--- src/common/spimp_pkg.sv ---
package spimp_pkg;

    //------------------------------------------------------------
    // widths and ranges
    //------------------------------------------------------------
    localparam int SPIMP_CS_NUM = 4;
    localparam int SPIMP_CHAR_MAX = 32;
    localparam int SPIMP_FRAME_MAX = 4096;
    localparam int SPIMP_DIV_W = 16;
    localparam int SPIMP_LEN_W = 5;
    localparam int SPIMP_FCNT_W = 12;
    localparam int SPIMP_DLY_W = 2;

    //------------------------------------------------------------
    // reset values
    //------------------------------------------------------------
    localparam logic [31:0] SPIMP_DATA_RST = 32'h0000_0000;
    localparam logic [15:0] SPIMP_DIV_RST = 16'h0000;
    localparam logic [4:0] SPIMP_LEN_RST = 5'h00;
    localparam logic [11:0] SPIMP_FCNT_RST = 12'h000;
    localparam logic [1:0] SPIMP_DLY_RST = 2'h0;

    //------------------------------------------------------------
    // configuration carrier
    //------------------------------------------------------------
    typedef struct packed {
        logic [15:0] clk_div;
        logic [4:0] char_len_m1;
        logic [11:0] frame_len_m1;
        logic [1:0] cs_sel;
        logic [1:0] cs_delay;
        logic clock_idle_polarity;
        logic clock_phase_select;
        logic cs_active_high;
        logic char_irq_en;
        logic loopback;
    } spimp_cfg_t;

    typedef enum logic [4:0] {
        SPIMP_IDLE = 5'h01,
        SPIMP_DELAY = 5'h02,
        SPIMP_LEAD = 5'h04,
        SPIMP_TRAIL = 5'h08,
        SPIMP_DONE = 5'h10
    } spimp_state_t;

endpackage

--- src/rtl/spimp_master.sv ---
`timescale 1ns/1ps
`default_nettype none

module spimp_master
    import spimp_pkg::*;
(
    input wire logic clk_in,
    input wire logic rst_b_in,
    input wire logic clk_en_in,
    input wire spimp_cfg_t cfg_in,
    input wire logic start_in,
    input wire logic [31:0] tx_data_in,
    output logic tx_ready_out,
    output logic [31:0] rx_data_out,
    output logic rx_valid_out,
    output logic char_irq_out,
    output logic busy_out,
    output logic spi_clk_out,
    output logic spi_tx_out,
    input wire logic spi_rx_in,
    output logic [3:0] slave_select_n_out
);

    //------------------------------------------------------------
    // receive pin synchroniser
    //------------------------------------------------------------
    logic rx_meta;
    logic rx_sync;
    logic next_rx_meta;
    logic next_rx_sync;

    always_comb begin
        next_rx_meta = spi_rx_in;
        next_rx_sync = rx_meta;
    end

    always_ff @(posedge clk_in) begin
        if (!rst_b_in) begin
            rx_meta <= 1'b0;
            rx_sync <= 1'b0;
        end else if (clk_en_in) begin
            rx_meta <= next_rx_meta;
            rx_sync <= next_rx_sync;
        end
    end

    //------------------------------------------------------------
    // sequencer
    //------------------------------------------------------------
    spimp_state_t state;
    spimp_state_t next_state;
    logic [15:0] div_cnt;
    logic [15:0] next_div_cnt;
    logic [4:0] bit_cnt;
    logic [4:0] next_bit_cnt;
    logic [11:0] char_cnt;
    logic [11:0] next_char_cnt;
    logic [1:0] dly_cnt;
    logic [1:0] next_dly_cnt;
    logic dly_half;
    logic next_dly_half;
    logic [31:0] tx_shift;
    logic [31:0] next_tx_shift;
    logic [31:0] rx_shift;
    logic [31:0] next_rx_shift;
    logic [31:0] rx_data;
    logic [31:0] next_rx_data;
    logic rx_valid;
    logic next_rx_valid;
    logic char_irq;
    logic next_char_irq;
    logic sclk_act;
    logic next_sclk_act;
    logic tx_bit;
    logic next_tx_bit;
    logic cs_on;
    logic next_cs_on;
    logic need_data;
    logic next_need_data;
    logic tick;
    logic rx_bit;
    logic last_bit;

    assign tick = (div_cnt == SPIMP_DIV_RST);
    assign rx_bit = cfg_in.loopback ? tx_bit : rx_sync;
    assign last_bit = (bit_cnt == cfg_in.char_len_m1);

    always_comb begin
        next_state = state;
        next_div_cnt = tick ? cfg_in.clk_div : div_cnt - 16'h0001;
        next_bit_cnt = bit_cnt;
        next_char_cnt = char_cnt;
        next_dly_cnt = dly_cnt;
        next_dly_half = dly_half;
        next_tx_shift = tx_shift;
        next_rx_shift = rx_shift;
        next_rx_data = rx_data;
        next_rx_valid = 1'b0;
        next_char_irq = 1'b0;
        next_sclk_act = sclk_act;
        next_tx_bit = tx_bit;
        next_cs_on = cs_on;
        next_need_data = need_data;
        case (state)
            SPIMP_IDLE: begin
                next_div_cnt = cfg_in.clk_div;
                if (start_in) begin
                    next_cs_on = 1'b1;
                    next_tx_shift = tx_data_in;
                    next_bit_cnt = SPIMP_LEN_RST;
                    next_char_cnt = SPIMP_FCNT_RST;
                    next_dly_cnt = cfg_in.cs_delay;
                    next_dly_half = 1'b0;
                    next_state = SPIMP_DELAY;
                end
            end
            SPIMP_DELAY: begin
                if (tick) begin
                    if (dly_cnt == SPIMP_DLY_RST) begin
                        next_tx_bit = tx_shift[cfg_in.char_len_m1];
                        next_state = SPIMP_LEAD;
                    end else begin
                        // one count is a whole bit time: two ticks
                        next_dly_half = ~dly_half;
                        if (dly_half) begin
                            next_dly_cnt = dly_cnt - 2'h1;
                        end
                    end
                end
            end
            SPIMP_LEAD: begin
                if (tick && !need_data) begin
                    next_sclk_act = 1'b1;
                    next_rx_shift = {rx_shift[30:0], rx_bit};
                    next_state = SPIMP_TRAIL;
                end else if (need_data) begin
                    next_div_cnt = cfg_in.clk_div;
                    if (start_in) begin
                        next_tx_shift = tx_data_in;
                        next_tx_bit = tx_data_in[cfg_in.char_len_m1];
                        next_need_data = 1'b0;
                    end
                end
            end
            SPIMP_TRAIL: begin
                if (tick) begin
                    next_sclk_act = 1'b0;
                    if (last_bit) begin
                        next_rx_data = rx_shift;
                        next_rx_valid = 1'b1;
                        next_char_irq = cfg_in.char_irq_en;
                        next_bit_cnt = SPIMP_LEN_RST;
                        if (char_cnt == cfg_in.frame_len_m1) begin
                            next_state = SPIMP_DONE;
                        end else begin
                            next_char_cnt = char_cnt + 12'h001;
                            next_need_data = 1'b1;
                            next_state = SPIMP_LEAD;
                        end
                    end else begin
                        next_bit_cnt = bit_cnt + 5'h01;
                        next_tx_bit = tx_shift[cfg_in.char_len_m1 - bit_cnt
                            - 5'h01];
                        next_state = SPIMP_LEAD;
                    end
                end
            end
            SPIMP_DONE: begin
                if (tick) begin
                    next_cs_on = 1'b0;
                    next_state = SPIMP_IDLE;
                end
            end
            default: begin
                next_state = SPIMP_IDLE;
            end
        endcase
    end

    always_ff @(posedge clk_in) begin
        if (!rst_b_in) begin
            state <= SPIMP_IDLE;
            div_cnt <= SPIMP_DIV_RST;
            bit_cnt <= SPIMP_LEN_RST;
            char_cnt <= SPIMP_FCNT_RST;
            dly_cnt <= SPIMP_DLY_RST;
            dly_half <= 1'b0;
            tx_shift <= SPIMP_DATA_RST;
            rx_shift <= SPIMP_DATA_RST;
            rx_data <= SPIMP_DATA_RST;
            rx_valid <= 1'b0;
            char_irq <= 1'b0;
            sclk_act <= 1'b0;
            tx_bit <= 1'b0;
            cs_on <= 1'b0;
            need_data <= 1'b0;
        end else if (clk_en_in) begin
            state <= next_state;
            div_cnt <= next_div_cnt;
            bit_cnt <= next_bit_cnt;
            char_cnt <= next_char_cnt;
            dly_cnt <= next_dly_cnt;
            dly_half <= next_dly_half;
            tx_shift <= next_tx_shift;
            rx_shift <= next_rx_shift;
            rx_data <= next_rx_data;
            rx_valid <= next_rx_valid;
            char_irq <= next_char_irq;
            sclk_act <= next_sclk_act;
            tx_bit <= next_tx_bit;
            cs_on <= next_cs_on;
            need_data <= next_need_data;
        end
    end

    //------------------------------------------------------------
    // pins
    //------------------------------------------------------------
    // phase 1 launches on leading edge: shift clock by half bit
    logic sclk_lvl;
    assign sclk_lvl = cfg_in.clock_phase_select
        ? (state == SPIMP_LEAD && !need_data)
        : sclk_act;

    always_comb begin
        spi_clk_out = cfg_in.clock_idle_polarity ^ sclk_lvl;
        spi_tx_out = tx_bit;
        for (int i = 0; i < SPIMP_CS_NUM; i++) begin
            slave_select_n_out[i] = (cs_on && cfg_in.cs_sel == i[1:0])
                ? cfg_in.cs_active_high : ~cfg_in.cs_active_high;
        end
    end

    // no dma request; software paces through tx_ready_out
    assign tx_ready_out = (state == SPIMP_IDLE) ||
        (state == SPIMP_LEAD && need_data);
    assign rx_data_out = rx_data;
    assign rx_valid_out = rx_valid;
    assign char_irq_out = char_irq;
    assign busy_out = (state != SPIMP_IDLE);

    //------------------------------------------------------------
    // checks
    //------------------------------------------------------------
    // low bits that belong to the current character
    logic [31:0] char_mask;
    assign char_mask = 32'hffff_ffff >> (5'h1f - cfg_in.char_len_m1);
endmodule

`default_nettype wire

--- config.mk ---
export PLATFORM = sky130hd
export DESIGN_NAME = spimp_master
export DESIGN_NICKNAME = d
export VERILOG_FILES = /design/src/common/spimp_pkg.sv /design/src/rtl/spimp_master.sv
export SDC_FILE = /design/constraint.sdc
export NUM_CORES = 1
export LEC_CHECK = 0
export ABC_AREA = 0
export BUFFER_PORTS_ARGS = -buffer_cell sky130_fd_sc_hd__buf_2
export CORE_ASPECT_RATIO = 1.4
export CORE_MARGIN = 2
export CORE_UTILIZATION = 34
export CTS_BUF_LIST = sky130_fd_sc_hd__clkbuf_4 sky130_fd_sc_hd__clkbuf_8
export DETAILED_ROUTE_END_ITERATION = 10
export GPL_TIMING_DRIVEN = 0
export SYNTH_ARGS = -nofsm -noshare
export SYNTH_HDL_FRONTEND = slang
export SYNTH_SLANG_ARGS = --single-unit
--- constraint.sdc ---
create_clock -name clk_in -period 2.32 [get_ports clk_in]
set_input_delay 0.116 -clock clk_in [delete_from_list [all_inputs] [get_ports clk_in]]
set_output_delay 0.116 -clock clk_in [all_outputs]
set_load 0.02 [all_outputs]
==> results of run 1 <==
==> worst max-delay path, cell delays in order, from the launching register on <==
cell and delay [ns]:
dfxtp_2 0.34, inv_2 0.05, ha_4 0.16, fa_1 0.52, buf_6 0.15, mux4_2 0.30, mux2_4 0.27, or3_1 0.30
nand4b_1 0.09, a31oi_1 0.07
==> layout by cell type, fill, tap and decap left out, types with 5 or more instances in the layout <==
cell and instances:
nand2_1 173, dfxtp_1 138, buf_2 132, a21oi_1 98, nor2_1 73, mux2i_1 66
dlygate4sd3_1 42, o21ai_0 31, clkbuf_1 27, nand3_1 20, buf_4 20, xor2_1 18
clkbuf_8 18, nand4_1 14, a22oi_1 12, xnor2_1 10, mux4_2 10, nor4_1 9
nor3_1 8, nor2b_1 7, or3_1 7, inv_1 7, dfxtp_2 7, and3_1 6
buf_6 6, nand3b_1 6, mux2_2 5, o31ai_1 5, a21oi_2 5, inv_2 5
ha_1 5
==> how the worst min path moves through the flow <==
stage	slack (ns)	end
global route	0.05	div_cnt[3]$_SDFFE_PN0P_
finish	0.05	div_cnt[0]$_SDFFE_PN0P_
floorplan	0.26	char_irq_out$_SDFFE_PN0P_
CTS	0.02	div_cnt[0]$_SDFFE_PN0P_
detailed placement	0.36	next_rx_sync$_SDFFE_PN0P_
global placement	0.35	next_rx_sync$_SDFFE_PN0P_
==> cell type report <==
type / count / share of cell area [%]
multi-input combinational: 672 / 46.16
sequential: 145 / 30.88
timing repair buffer: 179 / 12.37
tap: 260 / 3.451
buffer: 53 / 2.787
clock buffer: 18 / 2.561
clock inverter: 14 / 1.287
inverter: 12 / 0.4778
antenna: 1 / 0.02654
==> cells by family after synthesis <==
kind of cell / Yosys count
and+or+nand+nor: 357
muxes: 82
AOI/OAI and AO/OA: 194
DFF: 145
xor gates and xnor gates: 29
buffers and inverters: 72
adders and majority gates: 10
==> where the power goes <==
group	total [uW]	switching [uW]	leakage, uW	internal, uW
registers	2640	77.3	0.00118	2560
logic	1120	607	0.00229	517
clock network	1870	1080	0.000182	788
total	5630	1770	0.00365	3870
==> routing by layer <==
metal	vias to the layer above	track usage (%)	part of all wire, %
li1	3532	-	-
met1	3286	20.89	41
met2	195	34.60	52
met3	35	4.079	4.6
met4	2	6.593	2.2
met5	-	0	0.057
==> per-stage QoR <==
step | utilization (%) | std cells | worst slack [ns] | total power [uW] | hold slack [ns]
floorplan | - | 889 | -0.02347 | 3339 | 0.2601
global placement | 39.19 | 1268 | -0.6078 | 3637 | 0.3530
detailed placement | 39.19 | 1268 | -0.6088 | 3643 | 0.3603
CTS | 43.59 | 1345 | -0.09854 | 5636 | 0.02098
global route | 44.45 | 1353 | -0.1265 | 5914 | 0.04560
finish | 44.46 | 1354 | -0.04827 | 5631 | 0.05072
==> registers in the layout (all words and copies together) (netlist names) <==
register and count:
state 5, dly_half 1, char_irq_out 1, spi_tx_out 1, next_rx_sync 1, cs_on 1, char_cnt 12, rx_valid_out 1
rx_data_out 32, dly_cnt 2, sclk_act 1, need_data 1, div_cnt 16, rx_shift 32, rx_sync 1, bit_cnt 5
tx_shift 32
==> cells in the mapped netlist (all sizes together) (6+ instances only) <==
cell type / n / area, um^2
buf: 25 / 128.9
mux2i: 66 / 660.6
nor4: 10 / 77.57
dfxtp: 145 / 2903
nand4: 14 / 87.58
a22oi: 12 / 90.09
nor2b: 7 / 43.79
nor3: 11 / 71.32
ha: 9 / 112.6
mux2: 6 / 67.56
and3: 7 / 43.79
xor2: 19 / 166.4
a21oi: 105 / 529.3
o21ai: 32 / 160.2
nand2: 173 / 649.4
nor2: 76 / 287.8
clkbuf: 35 / 131.4
inv: 12 / 45.04
or3: 10 / 67.56
nand3: 22 / 115.1
nand3b: 6 / 45.04
mux4: 10 / 225.2
o31ai: 6 / 45.04
xnor2: 10 / 87.58
==> what timing repair did <==
action | 4_1_cts | 5_1_grt
setup buffers | 7 | 10
pin swaps | 16 | 19
setup endpoints to repair | 112 | 121
hold buffers | 42 | 0
hold endpoints to repair | 42 | 0
resized for setup | 28 | 34
gates cloned | 1 | 0
==> metrics.txt, run 1 <==
CP startpoint kind flip-flop; clk_skew 0.01200 ns; GRT overflow 0; Min-Delay Path Depth 3; CTS tree built; status finished, violations left; Mean Syn Cell Area 8.293 um^2; pin count of the biggest net entering global routing 17; Layout fillers 2107; post-route cell area 0.009428 mm^2; 1st-iter DRT viols 325; Via density 5.207; clock buffer count from CTS 17; Max VDD drop 0.3116 mV; Hold Path Origin cfg_in[26]; die span in x 128.5 um; Residual DRC 0; IO buf count 119; Post-Synth XOR/XNOR Area 3.445%; CP required 2.66 ns; Netlist cell types 65; Static Leak 0.003652 uW; violated checks negative setup slack; hold crit path type in2reg; die area 0.02289 mm^2; crit path max fanout 5; routed wire length 21090 um; final hold violations 0; achievable frequency 422.2 MHz; Adder-Cell Fraction of Synth Area 1.799%; Placer Congestion 0.8729; register area share after synthesis 39.38%; multiplexer share of the synthesized area 12.93%; Crit. End Element flip-flop; Yosys reg bits 145; max-slew violation count 0; crit path kind reg2reg; post-synthesis compound-gate area fraction 15.87%; WL per Instance 15.57 um; fin crit period 2.368 ns; DRT antenna net count 0; cells on worst reg2reg path 9; total number of vias 7050; CTS sink count 145; layout cells sized above 1 23.88%; Tightest Pin Transition 1.003 ns; crit path launch bit_cnt[0]$_SDFFE_PN0P_; RR Endpoint spi_tx_out$_SDFFE_PN0P_; final worst path period share 102.1%; first-pass GRT wire length 33800 um; Setup violations, final 1; Die H 178.2 um; Post-synth EDFFs 0; RSZ-0062 raised after global routing yes; Synth Warn # 0; reg2reg start bit_cnt[0]$_SDFFE_PN0P_; clk root buf clkbuf_8; Rel. slew slack 32.71%; Reg clk slew, reported paths 0.09 ns; initial core utilization 34.77%; pwr dens 597.3 mW/mm^2; vias in the first global route 6785; H-tree Lvls 4; I/O pin count 121; syn_nets 978; R2R Setup Slk -0.05 ns; TNS Setup -0.04827 ns; Worst-Skew Late Latency 0.46 ns; Core Rows 63; asr flop ratio synth 0%; area of the multi-input gates 0.004352 mm^2; Area Overhead vs Synth 27.89%; simple-gate share of the synthesized area 22.44%; Layout Nets 1169; worst-case clock buffer depth 2; initial antenna violation count 1; Cell Area, Placed 0.008309 mm^2; predominant post-synthesis flop cell dfxtp_1; GRT Util Overall 18.70%; Mapped Area 0.007372 mm^2; Placeable Area 0.02120 mm^2; Pre-antenna DRT Iters 5; CP endpoint spi_tx_out$_SDFFE_PN0P_; CP Data Arrival Time 2.71 ns; hpwl dp 15450 um; largest family of logic cells by synthesized area simple AND/OR/NAND/NOR gates; final setup margin -0.04827 ns; sequential cell area 0.002912 mm^2; Syn Inst Count 889; Max Cap Viol 0
Note: power is estimated with default switching activity, not from simulation.
==> run 2: changes to the inputs <==
--- a/config.mk
+++ b/config.mk
@@ -12,7 +12,7 @@
 export CORE_UTILIZATION = 34
 export CTS_BUF_LIST = sky130_fd_sc_hd__clkbuf_4 sky130_fd_sc_hd__clkbuf_8
 export DETAILED_ROUTE_END_ITERATION = 10
-export GPL_TIMING_DRIVEN = 0
+export SKIP_LAST_GASP = 1
 export SYNTH_ARGS = -nofsm -noshare
 export SYNTH_HDL_FRONTEND = slang
 export SYNTH_SLANG_ARGS = --single-unit
==> run 2 against run 1 <==
Effect of this change: the flow still finishes with violations (negative setup slack); largest power group unchanged; first-iteration DRC count rose by 21%; worst hold slack got worse by 0.011 ns; power rose by 3.5%; combinational power barely moved; flip-flop and latch count did not move; clock skew rose by 0.0025 ns; sequential share of layout area fell by 0.26 points; clock power rose by 12%; setup slack improved by 0.042 ns; highest routed layer unchanged; cell count fell by 1.0%; routed wire length fell by 5.1%.
==> metrics.txt, run 2 (synthesized netlist as in run 1, its figures left out) <==
Reg clk slew, reported paths 0.08 ns; die area 0.02289 mm^2; clk_skew 0.01447 ns; max-slew violation count 0; I/O pin count 121; diode count 0; Via density 5.172; final hold violations 0; Worst-Skew Late Latency 0.45 ns; total number of vias 6931; CP required 2.64 ns; Core Rows 63; Placeable Area 0.02120 mm^2; Layout Nets 1157; pin count of the biggest net entering global routing 86; Setup violations, final 1; pre-CTS setup slack -0.1551 ns; initial core utilization 34.77%; R2R Setup Slk -0.006 ns; violated checks negative setup slack; Layout fillers 2086; CP max stage cell fa_2; non-filler cells, final 1340; fin crit period 2.326 ns; Static Leak 0.003726 uW; hpwl dp 14280 um; clk root buf clkbuf_8; DRT antenna net count 0; DP Cell Count 1261; clock buffer count from CTS 17; Crit. End Element flip-flop; routed wire length 20000 um; layout cells sized above 1 24.81%; initial antenna violation count 1; Pre-antenna DRT Iters 6; post-route cell area 0.009497 mm^2; most frequent cells in the layout nand2_1 (173), dfxtp_1 (141), buf_2 (120); pwr dens 613.6 mW/mm^2; worst-case clock buffer depth 2; achievable frequency 429.9 MHz; H-tree Lvls 4; Tightest Pin Transition 0.4739 ns; Placer Congestion 0.8922; CTS tree built; final worst path period share 100.3%; worst stage delay on the critical path 0.60 ns; Residual DRC 0; Area Overhead vs Synth 28.82%; CTS sink count 145; first-pass GRT wire length 33230 um; final setup margin -0.006102 ns; WL per Instance 14.93 um; CP startpoint kind flip-flop; crit path max fanout 5; crit-path cells inv_2 -> ha_4 -> fa_2 -> mux4_2 -> mux2_4 -> or3_1 -> nand4b_1 -> a31oi_1; Max VDD drop 0.3820 mV; RSZ-0062 raised after global routing yes; vias in the first global route 6860; CP Data Arrival Time 2.65 ns; crit path kind reg2reg; hold crit path type in2reg; GRT overflow 0; Rel. slew slack 68.41%; commonest non-fill, non-tap cell in the layout nand2_1; die span in x 128.5 um; GRT Util Overall 17.94%; IO buf count 120; 1st-iter DRT viols 394; status finished, violations left; Max Cap Viol 0; Cell Area, Placed 0.008518 mm^2; Die H 178.2 um
==> run 2: cell count changes in the layout (fill, tap and decap cells not counted), moves of 5 or more <==
cell      before  now
buf_12         0    6
buf_4         20   51
buf_6          6    1
buf_2        132  120
clkbuf_1      27    0
==> run 2: where the power goes <==
part	internal, uW	switching, uW
logic	532	578
clock network	1100	986
registers	2560	70.0
==> run 2: timing repair <==
action	4_1_cts	5_1_grt
hold buffers	42	0
resized for setup	6	21
setup buffers	1	5
endpoints found under the hold margin	42	0
endpoints found under the setup margin	1	12
pin swaps	2	7
==> run 2: worst paths after layout <==
kind	from	end	cells after the start
max	bit_cnt[0]$_SDFFE_PN0P_	spi_tx_out$_SDFFE_PN0P_	8
min	cfg_in[6]	dly_cnt[1]$_SDFFE_PN0P_	4
max reg2reg	bit_cnt[0]$_SDFFE_PN0P_	spi_tx_out$_SDFFE_PN0P_	8
min reg2reg	rx_data_out[17]$_SDFFE_PN0P_	rx_data_out[17]$_SDFFE_PN0P_	2
==> run 2: critical path: cells and delay by family (launching register included) <==
kind / cells / cell delay [ns]
mux: 2 / 0.59
simple gates: 2 / 0.39
fa+ha+maj: 2 / 0.75
compound gates: 1 / 0.07
flops: 1 / 0.34
buf+inv: 1 / 0.05
==> run 2: cell type report <==
type,instances,area (um^2),area share [%]
clock buffer,19,255.2,2.688
clock inverter,12,156.4,1.647
inverter,12,46.29,0.4875
multi-input combinational,672,4270,44.97
sequential,145,2908,30.62
tap,260,325.3,3.426
timing repair buffer,220,1535,16.17
==> run 2: per-stage QoR <==
step / hold WS (ns) / setup TNS (ns) / total power [uW] / utilization, %
2_1_floorplan: 0.2601 / -0.02347 / 3339 / -
3_3_place_gp: 0.3491 / -0.09800 / 3704 / 40.17
3_5_place_dp: 0.3586 / -0.1551 / 3712 / 40.17
4_1_cts: 0.008959 / -0.05505 / 5889 / 44.23
5_1_grt: 0.01848 / -0.1227 / 6147 / 44.79
6_report: 0.03974 / -0.006102 / 5827 / 44.79
==> run 2: routing by layer <==
| metal | track usage (%) | vias to the layer above | share of wire [%] |
|---|---|---|---|
| met5 | 0 | - | 0.055 |
| met4 | 5.678 | 2 | 1.4 |
| met3 | 3.809 | 19 | 4.8 |
| met2 | 33.00 | 185 | 53 |
| met1 | 20.52 | 3228 | 41 |
| li1 | - | 3497 | - |
